$ cat src/common/serial_pkg.sv
// constants, register map and types of the asynchronous serial unit
package serial_pkg;
   // register byte offsets
   localparam logic [7:0] MODE_OFS = 8'h00;
   localparam logic [7:0] ERRSTAT_OFS = 8'h04;
   localparam logic [7:0] TXSTAT_OFS = 8'h08;
   localparam logic [7:0] TXBUF_OFS = 8'h0c;
   localparam logic [7:0] RXBUF_OFS = 8'h10;
   localparam logic [7:0] BASEDIV_OFS = 8'h14;
   localparam logic [7:0] BITLEN_OFS = 8'h18;
   localparam logic [7:0] IRQSTAT_OFS = 8'h1c;
   localparam logic [7:0] IRQMASK_OFS = 8'h20;
   // reset values
   localparam logic [6:0] MODE_RST = 7'h00;
   localparam logic [7:0] BASEDIV_RST = 8'h00;
   localparam logic [7:0] BITLEN_RST = 8'h10;
   localparam logic [2:0] IRQMASK_RST = 3'h0;
   // error status bit positions
   localparam int ERR_OVR = 0;
   localparam int ERR_FRM = 1;
   localparam int ERR_PAR = 2;
   // event bit positions
   localparam int EV_TX_DONE = 0;
   localparam int EV_RX_DONE = 1;
   localparam int EV_RX_ERR = 2;
   // tx status bit positions
   localparam int TXS_BUSY = 0;
   localparam int TXS_FULL = 1;
   // base clocks an enable must stay off before it may come back
   localparam logic [1:0] OFF_TICKS = 2'd2;

   typedef struct packed {
      logic tx_enable_bit;
      logic rx_enable_bit;
      logic parity_sel_hi;
      logic parity_sel_lo;
      logic char_length_bit;
      logic stop_length_bit;
      logic rx_error_irq_mode;
   } mode_t;

   typedef enum logic [2:0] {
      TX_IDLE = 3'b000,
      TX_START = 3'b001,
      TX_DATA = 3'b010,
      TX_PAR = 3'b011,
      TX_STOP = 3'b100
   } tx_state_t;

   typedef enum logic [2:0] {
      RX_IDLE = 3'b000,
      RX_START = 3'b001,
      RX_DATA = 3'b010,
      RX_PAR = 3'b011,
      RX_STOP = 3'b100
   } rx_state_t;
endpackage

$ cat src/rtl/base_tick_gen.sv
// base clock enable divider
`timescale 1ns/1ps
module base_tick_gen
   import serial_pkg::*;
(
   // clock and reset
   input wire logic core_clk_i,
   input wire logic srst_i,
   // divide setting: tick every div_i+1 cycles
   input wire logic [7:0] div_i,
   output logic tick_o
);
   logic [7:0] cnt_r;
   wire wrap = (cnt_r >= div_i);

   always_ff @(posedge core_clk_i) begin
      if (srst_i) begin
         cnt_r <= 8'h00;
         tick_o <= 1'b0;
      end else begin
         cnt_r <= wrap ? 8'h00 : 8'(cnt_r + 8'h01);
         tick_o <= wrap;
      end
   end
endmodule

$ cat src/rtl/async_serial.sv
// asynchronous serial unit: config, status, transmit and receive
// Contract
// software waits one base clock after tx enable before first buffer write
// software clears both enables before changing parity or character length
// software keeps parity selection at none for LIN use
// software clears tx enable before changing stop length
// receiver always uses one stop bit, ignoring stop length setting
// software changes error interrupt mode only with rx enable clear
// parity error flag follows selected mode: none, zero, odd, even; code checks only odd and even, zero mode never flags
// framing check looks only at the first stop bit
// on overrun the new character is discarded, old buffer kept
// reading reception error status inserts a bus wait cycle
// software avoids that read while peripheral clock is stopped
// software checks buffer-full is 0 before writing next byte
// software waits completion interrupt and shift-busy 0 before reinit
// enables sync to base clock; re-enable needs two base clocks off
// buffer-full set on write, cleared on load; busy until last stop
//
// The register offsets and the Wishbone interface to the registers were left to the implementer.
`timescale 1ns/1ps
module async_serial
   import serial_pkg::*;
(
   // clock and reset
   input wire logic core_clk_i,
   input wire logic srst_i,
   // wishbone slave
   input wire logic wb_cyc_i,
   input wire logic wb_stb_i,
   input wire logic wb_we_i,
   input wire logic [7:0] wb_adr_i,
   input wire logic [3:0] wb_sel_i,
   input wire logic [31:0] wb_dat_i,
   output logic [31:0] wb_dat_o,
   output logic wb_ack_o,
   // serial line
   input wire logic rxd_i,
   output logic txd_o,
   // interrupt
   output logic irq_o
);
   // expected parity bit for a character in the given mode
   function automatic logic par_bit(input logic [7:0] d, input logic cl, input logic [1:0] ps);
      logic p;
      p = ^(cl ? d : {1'b0, d[6:0]});
      case (ps)
         2'b10: par_bit = ~p;
         2'b11: par_bit = p;
         default: par_bit = 1'b0;
      endcase
   endfunction

   mode_t mode_r;
   logic [7:0] base_div_r, bit_len_r, tx_buf_r, rx_buf_r;
   logic [2:0] err_r, ev_r, mask_r;
   logic ack_r, wait_r, tick;
   logic tx_full_r, tx_busy_r, rx_full_r;
   logic tx_done_p, rx_done_p, rx_err_p;
   logic [1:0] en_eff_r;
   logic [1:0] off_cnt_r [2];

   base_tick_gen u_tick (
      .core_clk_i(core_clk_i),
      .srst_i(srst_i),
      .div_i(base_div_r),
      .tick_o(tick)
   );

   // bus decode
   wire req = wb_cyc_i & wb_stb_i & ~ack_r;
   wire err_rd = ~wb_we_i & (wb_adr_i == ERRSTAT_OFS);
   wire go = req & (~err_rd | wait_r);
   wire wr = go & wb_we_i & wb_sel_i[0];
   wire rd = go & ~wb_we_i;
   wire [7:0] wd = wb_dat_i[7:0];
   wire wr_mode = wr & (wb_adr_i == MODE_OFS);
   wire wr_txb = wr & (wb_adr_i == TXBUF_OFS);
   wire wr_irq = wr & (wb_adr_i == IRQSTAT_OFS);
   wire rd_err = rd & (wb_adr_i == ERRSTAT_OFS);
   wire rd_rxb = rd & (wb_adr_i == RXBUF_OFS);
   wire [1:0] ps = {mode_r.parity_sel_hi, mode_r.parity_sel_lo};
   wire has_par = (ps != 2'b00);
   wire [2:0] last_idx = mode_r.char_length_bit ? 3'd7 : 3'd6;
   wire [7:0] bit_end = 8'(bit_len_r - 8'h01);
   wire [7:0] half_end = 8'(bit_len_r >> 1);
   wire tx_eff = en_eff_r[1];
   wire rx_eff = en_eff_r[0];
   wire [1:0] en_req = {mode_r.tx_enable_bit, mode_r.rx_enable_bit};
   logic [31:0] rd_mux;
   assign rd_mux =
      (wb_adr_i == MODE_OFS) ? {25'h0, mode_r} :
      (wb_adr_i == ERRSTAT_OFS) ? {29'h0, err_r} :
      (wb_adr_i == TXSTAT_OFS) ? {30'h0, tx_full_r, tx_busy_r} :
      (wb_adr_i == RXBUF_OFS) ? {24'h0, rx_buf_r} :
      (wb_adr_i == BASEDIV_OFS) ? {24'h0, base_div_r} :
      (wb_adr_i == BITLEN_OFS) ? {24'h0, bit_len_r} :
      (wb_adr_i == IRQSTAT_OFS) ? {29'h0, ev_r} :
      (wb_adr_i == IRQMASK_OFS) ? {29'h0, mask_r} : 32'h0;

   always_ff @(posedge core_clk_i) begin
      if (srst_i) begin
         ack_r <= 1'b0;
         wait_r <= 1'b0;
         wb_dat_o <= 32'h0;
      end else begin
         ack_r <= go;
         wait_r <= req & err_rd & ~wait_r;
         wb_dat_o <= rd ? rd_mux : 32'h0;
      end
   end
   assign wb_ack_o = ack_r;

   always_ff @(posedge core_clk_i) begin
      if (srst_i) begin
         mode_r <= MODE_RST;
         base_div_r <= BASEDIV_RST;
         bit_len_r <= BITLEN_RST;
         mask_r <= IRQMASK_RST;
      end else if (wr) begin
         if (wb_adr_i == MODE_OFS) mode_r <= wd[6:0];
         if (wb_adr_i == BASEDIV_OFS) base_div_r <= wd;
         if (wb_adr_i == BITLEN_OFS) bit_len_r <= (wd < 8'h02) ? 8'h02 : wd;
         if (wb_adr_i == IRQMASK_OFS) mask_r <= wd[2:0];
      end
   end

   // enables follow the register only on base ticks, after two ticks off
   always_ff @(posedge core_clk_i) begin
      if (srst_i) begin
         en_eff_r <= 2'b00;
         off_cnt_r[0] <= OFF_TICKS;
         off_cnt_r[1] <= OFF_TICKS;
      end else if (tick) begin
         for (int i = 0; i < 2; i++) begin
            if (!en_req[i]) begin
               en_eff_r[i] <= 1'b0;
               if (en_eff_r[i]) off_cnt_r[i] <= 2'd0;
               else if (off_cnt_r[i] != OFF_TICKS) off_cnt_r[i] <= 2'(off_cnt_r[i] + 2'd1);
            end else if (off_cnt_r[i] == OFF_TICKS) begin
               en_eff_r[i] <= 1'b1;
            end
         end
      end
   end

   // interrupt status, write one to clear, set wins
   always_ff @(posedge core_clk_i) begin
      if (srst_i) begin
         ev_r <= 3'h0;
         irq_o <= 1'b0;
      end else begin
         ev_r <= (ev_r & ~(wr_irq ? wd[2:0] : 3'h0)) | {rx_err_p, rx_done_p, tx_done_p};
         irq_o <= |(ev_r & mask_r);
      end
   end

   // transmitter
   tx_state_t tx_st_r;
   logic [7:0] tx_sh_r, tx_cnt_r;
   logic [2:0] tx_idx_r;
   logic tx_stop2_r;
   wire tx_bit_end = tick & (tx_cnt_r == bit_end);

   always_ff @(posedge core_clk_i) begin
      if (srst_i) begin
         tx_st_r <= TX_IDLE;
         tx_sh_r <= 8'h00;
         tx_buf_r <= 8'h00;
         tx_cnt_r <= 8'h00;
         tx_idx_r <= 3'd0;
         tx_stop2_r <= 1'b0;
         tx_full_r <= 1'b0;
         tx_busy_r <= 1'b0;
         tx_done_p <= 1'b0;
         txd_o <= 1'b1;
      end else begin
         tx_done_p <= 1'b0;
         if (wr_txb) begin
            tx_buf_r <= wd;
            tx_full_r <= 1'b1;
         end
         if (!tx_eff) begin
            tx_st_r <= TX_IDLE;
            tx_busy_r <= 1'b0;
            txd_o <= 1'b1;
            if (!wr_txb) tx_full_r <= 1'b0;
         end else if (tick) begin
            tx_cnt_r <= tx_bit_end ? 8'h00 : 8'(tx_cnt_r + 8'h01);
            unique case (tx_st_r)
               TX_IDLE: begin
                  tx_cnt_r <= 8'h00;
                  if (tx_full_r) begin
                     tx_sh_r <= tx_buf_r;
                     if (!wr_txb) tx_full_r <= 1'b0;
                     tx_busy_r <= 1'b1;
                     tx_idx_r <= 3'd0;
                     txd_o <= 1'b0;
                     tx_st_r <= TX_START;
                  end
               end
               TX_START: if (tx_bit_end) begin
                  txd_o <= tx_sh_r[0];
                  tx_st_r <= TX_DATA;
               end
               TX_DATA: if (tx_bit_end) begin
                  if (tx_idx_r == last_idx) begin
                     txd_o <= has_par ? par_bit(tx_sh_r, mode_r.char_length_bit, ps) : 1'b1;
                     tx_stop2_r <= mode_r.stop_length_bit;
                     tx_st_r <= has_par ? TX_PAR : TX_STOP;
                  end else begin
                     txd_o <= tx_sh_r[tx_idx_r + 3'd1];
                     tx_idx_r <= 3'(tx_idx_r + 3'd1);
                  end
               end
               TX_PAR: if (tx_bit_end) begin
                  txd_o <= 1'b1;
                  tx_st_r <= TX_STOP;
               end
               TX_STOP: if (tx_bit_end) begin
                  if (tx_stop2_r) tx_stop2_r <= 1'b0;
                  else begin
                     tx_busy_r <= 1'b0;
                     tx_done_p <= 1'b1;
                     tx_st_r <= TX_IDLE;
                  end
               end
               default: tx_st_r <= TX_IDLE;
            endcase
         end
      end
   end

   // receiver
   logic rxd_meta_r, rxd_s_r;
   rx_state_t rx_st_r;
   logic [7:0] rx_sh_r, rx_cnt_r;
   logic [2:0] rx_idx_r;
   logic rx_perr_r;
   logic [2:0] err_set;
   wire rx_bit_end = tick & (rx_cnt_r == bit_end);

   always_ff @(posedge core_clk_i) begin
      if (srst_i) begin
         rxd_meta_r <= 1'b1;
         rxd_s_r <= 1'b1;
      end else begin
         rxd_meta_r <= rxd_i;
         rxd_s_r <= rxd_meta_r;
      end
   end

   always_ff @(posedge core_clk_i) begin
      if (srst_i) begin
         rx_st_r <= RX_IDLE;
         rx_sh_r <= 8'h00;
         rx_buf_r <= 8'h00;
         rx_cnt_r <= 8'h00;
         rx_idx_r <= 3'd0;
         rx_perr_r <= 1'b0;
         rx_full_r <= 1'b0;
         err_set <= 3'h0;
         rx_done_p <= 1'b0;
         rx_err_p <= 1'b0;
      end else begin
         err_set <= 3'h0;
         rx_done_p <= 1'b0;
         rx_err_p <= 1'b0;
         if (rd_rxb) rx_full_r <= 1'b0;
         if (!rx_eff) rx_st_r <= RX_IDLE;
         else if (tick) begin
            rx_cnt_r <= rx_bit_end ? 8'h00 : 8'(rx_cnt_r + 8'h01);
            unique case (rx_st_r)
               RX_IDLE: begin
                  rx_cnt_r <= 8'h00;
                  rx_sh_r <= 8'h00;
                  rx_idx_r <= 3'd0;
                  if (!rxd_s_r) rx_st_r <= RX_START;
               end
               RX_START: if (rx_cnt_r == half_end) begin
                  rx_cnt_r <= 8'h00;
                  rx_st_r <= rxd_s_r ? RX_IDLE : RX_DATA;
               end
               RX_DATA: if (rx_bit_end) begin
                  rx_sh_r[rx_idx_r] <= rxd_s_r;
                  rx_idx_r <= 3'(rx_idx_r + 3'd1);
                  if (rx_idx_r == last_idx) rx_st_r <= has_par ? RX_PAR : RX_STOP;
               end
               RX_PAR: if (rx_bit_end) begin
                  rx_perr_r <= ps[1] & (rxd_s_r != par_bit(rx_sh_r, mode_r.char_length_bit, ps));
                  rx_st_r <= RX_STOP;
               end
               RX_STOP: if (rx_bit_end) begin
                  // only one stop bit is sampled, then back to hunting
                  rx_st_r <= RX_IDLE;
                  err_set[ERR_FRM] <= ~rxd_s_r;
                  err_set[ERR_PAR] <= has_par & rx_perr_r;
                  err_set[ERR_OVR] <= rx_full_r & ~rd_rxb;
                  if (!(rx_full_r & ~rd_rxb)) begin
                     rx_buf_r <= rx_sh_r;
                     rx_full_r <= 1'b1;
                  end
                  if (~rxd_s_r | (has_par & rx_perr_r) | (rx_full_r & ~rd_rxb)) begin
                     rx_done_p <= mode_r.rx_error_irq_mode;
                     rx_err_p <= ~mode_r.rx_error_irq_mode;
                  end else begin
                     rx_done_p <= 1'b1;
                  end
                  rx_perr_r <= 1'b0;
               end
               default: rx_st_r <= RX_IDLE;
            endcase
         end
      end
   end

   // error status: cleared by reading it, a new error wins
   always_ff @(posedge core_clk_i) begin
      if (srst_i) err_r <= 3'h0;
      else err_r <= (rd_err ? 3'h0 : err_r) | err_set;
   end
endmodule

$ cat config.mk
export PLATFORM = sky130hd
export DESIGN_NAME = async_serial
export DESIGN_NICKNAME = d
export VERILOG_FILES = /design/src/common/serial_pkg.sv /design/src/rtl/base_tick_gen.sv /design/src/rtl/async_serial.sv
export SDC_FILE = /design/constraint.sdc
export NUM_CORES = 1
export LEC_CHECK = 0
export BUFFER_PORTS_ARGS = -buffer_cell sky130_fd_sc_hd__clkbuf_2
export CAP_MARGIN = 20
export CORE_MARGIN = 5
export CORE_UTILIZATION = 38
export CTS_CLUSTER_SIZE = 30
export DETAILED_ROUTE_END_ITERATION = 16
export GPL_TIMING_DRIVEN = 0
export SYNTH_ARGS = -nofsm -noshare
export SYNTH_HDL_FRONTEND = slang
export SYNTH_SLANG_ARGS = --single-unit
$ cat constraint.sdc
create_clock -name core_clk_i -period 5.1 [get_ports core_clk_i]
set_input_delay 1.02 -clock core_clk_i [delete_from_list [all_inputs] [get_ports core_clk_i]]
set_output_delay 1.02 -clock core_clk_i [all_outputs]
set_load 0.005 [all_outputs]
# ---- Yosys cells after proc, flatten, opt, wreduce, memory -nomap -nowiden
# Memory sizes are Yosys's and may differ from the RTL's.
# Index checks and enable logic that the tools add are counted.
# Widths: inputs -> output; s select.
dict set report word_totals {
  n_memories 1
  mem_bits_rw 4
  reg_bits 152
  input_bits 50
  wordCells 312
}
# name depth word_bits rd rd_ports_with_merged_regs write_ports line
set mem_list {}
lappend mem_list {off_cnt_r 2 2 2 0 2 async_serial.sv:60} ;# logic [1:0] off_cnt_r [2];
dict set report classes {
  n_lt_le_gt_ge 5
  n_eq_ne 44
  reduce_logical 41
  muxes 120
  add_sub_neg 8
  bitwise 49
}
# operator count
set ops {}
lappend ops {{$mux 8} 11}
lappend ops {{$mux 3} 22}
lappend ops {{$mux 1} 64}
lappend ops {{$eq 8x5->1 const B} 4}
lappend ops {{$ne 2x2->1 const B} 16}
lappend ops {{$pmux 8 s2} 2}
lappend ops {{$pmux 3 s5} 2}
lappend ops {{$add 8x1->8 const B} 3}
lappend ops {{$mux 7} 3}
lappend ops {{$not 1->1} 19}
lappend ops {{$and 1x1->1} 18}
lappend ops {{$reduce_and 6->1} 3}
lappend ops {{$eq 8x4->1 const B} 2}
lappend ops {{$eq 8x8->1} 2}
lappend ops {{$reduce_and 2->1} 8}
lappend ops {{$reduce_xor 8->1} 2}
lappend ops {{$reduce_and 5->1} 3}
lappend ops {{$reduce_or 5->1} 3}
lappend ops {{$eq 3x2->1 const B} 4}
lappend ops {{$pmux 3 s2} 2}
lappend ops {{$reduce_bool 2->1} 6}
lappend ops {{$mux 2} 5}
lappend ops {{$pmux 1 s2} 5}
lappend ops {{$reduce_or 9->1} 1}
lappend ops {{other kinds (34)} 57}

# ---- Longest topological paths before layout
dict set report depth {
  word_depth 14
  depth_mapped 11
  depth_no_buf 9
}

# ---- Modules after synthesis
# Synthesis repeated with hierarchy kept, for this count alone.
dict set report hier_totals {
  hier_cells 902
  area_unflattened_um2 7399.6
}
# mod instances cells_per_inst seq_area_each_um2 area_per_inst_um2
set modules_own_cells {}
lappend modules_own_cells {async_serial 1 843 2502.4 6796.5}
lappend modules_own_cells {base_tick_gen 1 59 180.2 603.1}

# ---- Worst setup path after synthesis
# OpenSTA, ideal clock, no wires.
dict set report synth_timing {
  kind {input to register}
  startpoint {in wb_adr_i[5]}
  endpoint {reg rx_buf_r[0]}
  path_slack_ns 2.175
  n_path_buf 0
  setup_time_ns 0.128
  t_arrival_ns 2.797
  cell_stages 6
  cell_sequence {nor4b_1 nand2_1 o31ai_1 nand4_1 mux2i_1 nor2_1}
}
dict set report synth_via {
  elab_chain_cells 11
  word_cells_on_any_way 12
}
# element line
set synth_lines {}
lappend synth_lines {{start: declaration} async_serial.sv:31} ;# input wire logic [7:0] wb_adr_i,
lappend synth_lines {{$eq 8x3->1} async_serial.sv:71} ;# wire err_rd = ~wb_we_i & (wb_adr_i == ERRSTAT_OFS);
lappend synth_lines {{$and 1x1->1} async_serial.sv:71}
lappend synth_lines {{$not 1->1} async_serial.sv:72} ;# wire go = req & (~err_rd | wait_r);
lappend synth_lines {{$or 1x1->1} async_serial.sv:72}
lappend synth_lines {{$and 1x1->1} async_serial.sv:72}
lappend synth_lines {{$and 1x1->1} async_serial.sv:74} ;# wire rd = go & ~wb_we_i;
lappend synth_lines {{$and 1x1->1 *} async_serial.sv:80} ;# wire rd_rxb = rd & (wb_adr_i == RXBUF_OFS);
lappend synth_lines {{$not 1->1 *} async_serial.sv:298} ;# if (!(rx_full_r & ~rd_rxb)) begin
lappend synth_lines {{$and 1x1->1 *} async_serial.sv:298}
lappend synth_lines {{$not 1->1 (no source line) *} --}
lappend synth_lines {{$reduce_and 5->1 (no source line) *} --}
lappend synth_lines {{end signal: assignment} async_serial.sv:299} ;# rx_buf_r <= rx_sh_r;
lappend synth_lines {{end: declaration} async_serial.sv:54} ;# logic [7:0] base_div_r, bit_len_r, tx_buf_r, rx_buf_r;
# Every way passes the cells marked *; elsewhere a longest branch is shown, timed or not.
# A chain may end at the register's enable or synchronous reset.

# ---- Final worst setup path
dict set report layout_timing {
  startpoint {reg bit_len_r[1]}
  endpoint {reg tx_done_p}
}
dict set report layout_via {
  elab_chain_cells 5
}
# element line
set layout_lines {}
lappend layout_lines {{start: declaration} async_serial.sv:54}
lappend layout_lines {{start signal: assignment} async_serial.sv:122} ;# if (wb_adr_i == BITLEN_OFS) bit_len_r <= (wd < 8'h02) ? 8'h02 : wd;
lappend layout_lines {{$sub 8x1->8} async_serial.sv:84} ;# wire [7:0] bit_end = 8'(bit_len_r - 8'h01);
lappend layout_lines {{$eq 8x8->1} async_serial.sv:162} ;# wire tx_bit_end = tick & (tx_cnt_r == bit_end);
lappend layout_lines {{$and 1x1->1} async_serial.sv:162}
lappend layout_lines {{$not 1->1 (no source line)} --}
lappend layout_lines {{$reduce_or 5->1 (no source line)} --}
lappend layout_lines {{end signal: assignment} async_serial.sv:174} ;# tx_done_p <= 1'b0;
lappend layout_lines {{end signal: assignment} async_serial.sv:177} ;# tx_done_p <= 1'b0;
lappend layout_lines {{end signal: assignment} async_serial.sv:223} ;# tx_done_p <= 1'b1;
lappend layout_lines {{end: declaration} async_serial.sv:58} ;# logic tx_done_p, rx_done_p, rx_err_p;
# No other way between the ends.

==> summary.md <==
| Metric | Value |
|---|---|
| Post-synthesis async set-or-reset flop share | `0%` |
| Clk root buf | `clkbuf_16` |
| Final ANT Viol Nets | `0` |
| Global-route wire length before repair | `31.0 mm` |
| Ys flop type | `dfxtp_1` |
| Worst r2r dst | `tx_done_p` |
| Row cnt | `50` |
| Slowest CP cell | `nor4_1` |
| Design area | `8230 um2` |
| Core area | `18600 um2` |
| First-pass iteration count of the detailed router | `5` |
| Post-Synthesis Cells | `~860` |
| Largest net degree at the start of global routing | `17` |
| Slew HR | `27.8%` |
| Maximum frequency from static timing analysis | `294 MHz` |
| RSZ-0062 raised after global routing | `no` |
| Lkg Pwr | `3.09 nW` |
| Die Ht | `147 um` |
| Number of global-route vias before repair | `5751` |
| Origin of the critical flop-to-flop path | `bit_len_r[1]` |
| Register area share after synthesis | `37.7%` |
| Final setup violation count | `0` |
| HP Start | `rxd_meta_r` |
| Element type at the critical path end | `flop` |
| Num Clock Sinks | `132` |
| Post-synthesis instance area | `between 7000 and 8000 um2` |
| Most common cell in the netlist | `dfxtp_1` |
| Post-CTS Hold Buffers | `0` |
| Post-synth EDFFs | `4` |
| Via density | `about 5.3` |
| Tcrit/Tclk final | `between 60% and 70%` |
| Flop-to-flop setup slack | `1.69 ns` |
| Max cap viols | `0` |
| Post_cts resized | `0` |
| Max IR drop VDD | `226 uV` |
| Worst-path clk slew | `0.06 ns` |
| Layout cells sized above 1 | `11.4%` |
| Setup Fix Bufs, Post-CTS | `0` |
| Later-pin clock latency in the skew report | `0.42 ns` |
| Least-Margin Pin Slew | `roughly 1.1 ns` |
| Worst Hold Path Cells | `1` |
| Post-DP HPWL | `14.2 mm` |
| Crit Path Category | `flop to flop` |
| Cell Area, Placed | `7660 um2` |
| Total Routing Usage GR | `17.8%` |
| Routability congestion estimate | `~0.87` |
| Die area | `21600 um2` |
| Yosys warns | `0` |
| Die width | `between 100 and 150 um` |
| Distinct cells, synth | `62` |
| Hold EP | `rxd_s_r` |
| Setup tns final | `0 ns` |
| # DRC | `0` |
| Vias | `6243` |
| Initial antenna violation count | `0` |
| Cell area power density | `283 nW/um2` |
| Worst r2r path cells | `11` |
| Pwr Total | `0.00233 W` |
| DR WL/cell | `16.3 um` |
| CP peak stage delay | `0.67 ns` |
| Flops & latches, synth | `132` |
| Data required, critical path | `5.39 ns` |
| Synth top area share | `36.0%` |
| Synth top area cells | `dfxtp_1 (36%), mux2i_1 (6.2%), nor2_1 (4.3%)` |
| CTS Buf Count | `17` |
| Final Hold Fails | `0` |
| DR iter-0 viols | `382` |
| IO Pins | `85` |
| CTS tree | `yes` |
| Minimum clock period | `3.41 ns` |
| Min-Delay Path Class | `flop to flop` |
| I/O Buffers | `32` |
| CTS max path bufs | `2` |
| Avg Cell Area, Syn | `slightly above 8 um2` |
| Post-synth top area cell | `dfxtp_1` |
| # H-tree levels | `4` |
| Final core occ | `44.3%` |
| Worst path cell trace | `clkbuf_1 -> inv_1 -> ha_1 -> xor2_1 -> xnor2_1 -> nand4_1 -> nor4_1 -> and2_1 -> buf_2 -> nand2_1 -> nor4_1` |
| Max-slew violations | `0` |
| Final nets | `998` |
| Clock Skews | `0.00961 ns` |
| Gr ovfl total | `0` |
| Synth cell count leaders | `dfxtp_1 (128), nor2_1 (82), nand2_1 (79)` |
| Non-filler cells, final | `1180` |
| CP max FO | `10` |
| # placed instances | `approximately 1100` |
| Startpoint types | `flop` |
| Status | `finished, final reports clean` |
| Layout area overhead | `15.6%` |
| Critical path arrival | `roughly 3.7 ns` |
| Routed WL | `19.2 mm` |
| Initial core utilization | `38.3%` |
| Top cell by count, worst path | `nor4_1` |
worst max-delay path by stage:
stage	cells after the start	from	slack [ns]	to
3_5_place_dp	7	wb_adr_i[5]	1.37	rx_buf_r[5]
5_1_grt	11	bit_len_r[1]	1.40	tx_done_p
3_3_place_gp	7	wb_adr_i[5]	1.33	rx_buf_r[7]
2_1_floorplan	6	wb_adr_i[5]	2.18	rx_buf_r[0]
4_1_cts	11	bit_len_r[1]	1.74	tx_done_p
6_report	11	bit_len_r[1]	1.69	tx_done_p
flip-flops by register name (all words and copies together) (netlist names), 4 cells and up:
name	count
rx_cnt_r	8
rx_buf_r	8
wb_dat_o	8
off_cnt_r	4
mode_r	5
tx_cnt_r	8
tx_sh_r	8
tx_buf_r	8
bit_len_r	8
base_div_r	8
rx_sh_r	8
u_tick.cnt_r	8
layer usage:
layer	GRT usage, %	share of wire, %	up-vias
met5	0	0	-
met4	4.24	0.87	0
met3	3.55	3.8	15
met2	27.9	45	121
met1	25.4	50	2952
li1	-	-	3155
power breakdown:
part	switching (W)	internal (W)
sequential	0.00000401	0.00104
combinational	0.0000673	0.0000385
clock	0.000494	0.000687
total	0.000565	0.00177
cell families (layout without fill, tap and decap cells):
logic type,Yosys count,in the layout,share of synthesized area (%)
compound gates,159,159,14.3
xor+xnor,52,52,6.78
fa+ha+maj,16,16,2.81
buf+inv,107,171,7.10
flops,132,132,37.7
mux,49,49,7.29
other cells,1,25,0.0526
simple gates,342,342,24.0
metrics by stage:
| stage | setup slack [ns] | hold WS, ns |
|---|---|---|
| 2_1_floorplan | 2.18 | 0.389 |
| 3_3_place_gp | 1.33 | 0.393 |
| 3_5_place_dp | 1.37 | 0.395 |
| 4_1_cts | 1.74 | 0.408 |
| 5_1_grt | 1.40 | 0.423 |
| 6_report | 1.69 | 0.407 |
worst max-delay path: cells and delay by family (launching register included):
family	cells	cell delay (ns)
AND/OR/NAND/NOR	5	1.41
buffers and inverters	3	0.74
XOR/XNOR	2	0.50
flip-flops	1	0.31
adder cells (fa/ha/maj)	1	0.30
area by class of cell:
| type | instances | area [um2] |
|---|---|---|
| Clock buffer | 18 | 439 |
| Fill cell | 1846 | 10300 |
| Sequential cell | 132 | 2680 |
| Inverter | 30 | 113 |
| Timing Repair Buffer | 32 | 160 |
| Tap cell | 234 | 293 |
| Multi-Input combinational cell | 642 | 4020 |
| Antenna cell | 1 | 2.50 |
| Buffer | 77 | 393 |
| Clock inverter | 14 | 128 |
placed cells by master, fill, tap and decap left out, types with 5 or more instances in the layout:
| master | n |
|---|---|
| inv_1 | 30 |
| nor4_1 | 14 |
| nor3_1 | 23 |
| buf_4 | 25 |
| o21a_1 | 7 |
| o31ai_1 | 7 |
| o21bai_1 | 5 |
| a211oi_1 | 8 |
| and2_1 | 9 |
| clkbuf_2 | 32 |
| o311ai_0 | 5 |
| xor2_1 | 25 |
| nand4_1 | 9 |
| nor2_1 | 82 |
| nand3b_1 | 8 |
| a222oi_1 | 6 |
| nor2b_1 | 11 |
| nand2b_1 | 11 |
| nor3b_1 | 6 |
| nand3_1 | 44 |
| clkbuf_1 | 49 |
| or2_2 | 7 |
| xnor2_1 | 25 |
| and3_1 | 5 |
| a31oi_1 | 17 |
| mux2i_1 | 44 |
| or4_1 | 9 |
| o21ai_0 | 27 |
| a21oi_1 | 52 |
| dfxtp_1 | 128 |
| ha_1 | 16 |
| nand2_1 | 79 |
| clkbuf_16 | 17 |
| or3_1 | 13 |
| conb_1 | 24 |
No activity file was read; power rests on OpenSTA's default activity.
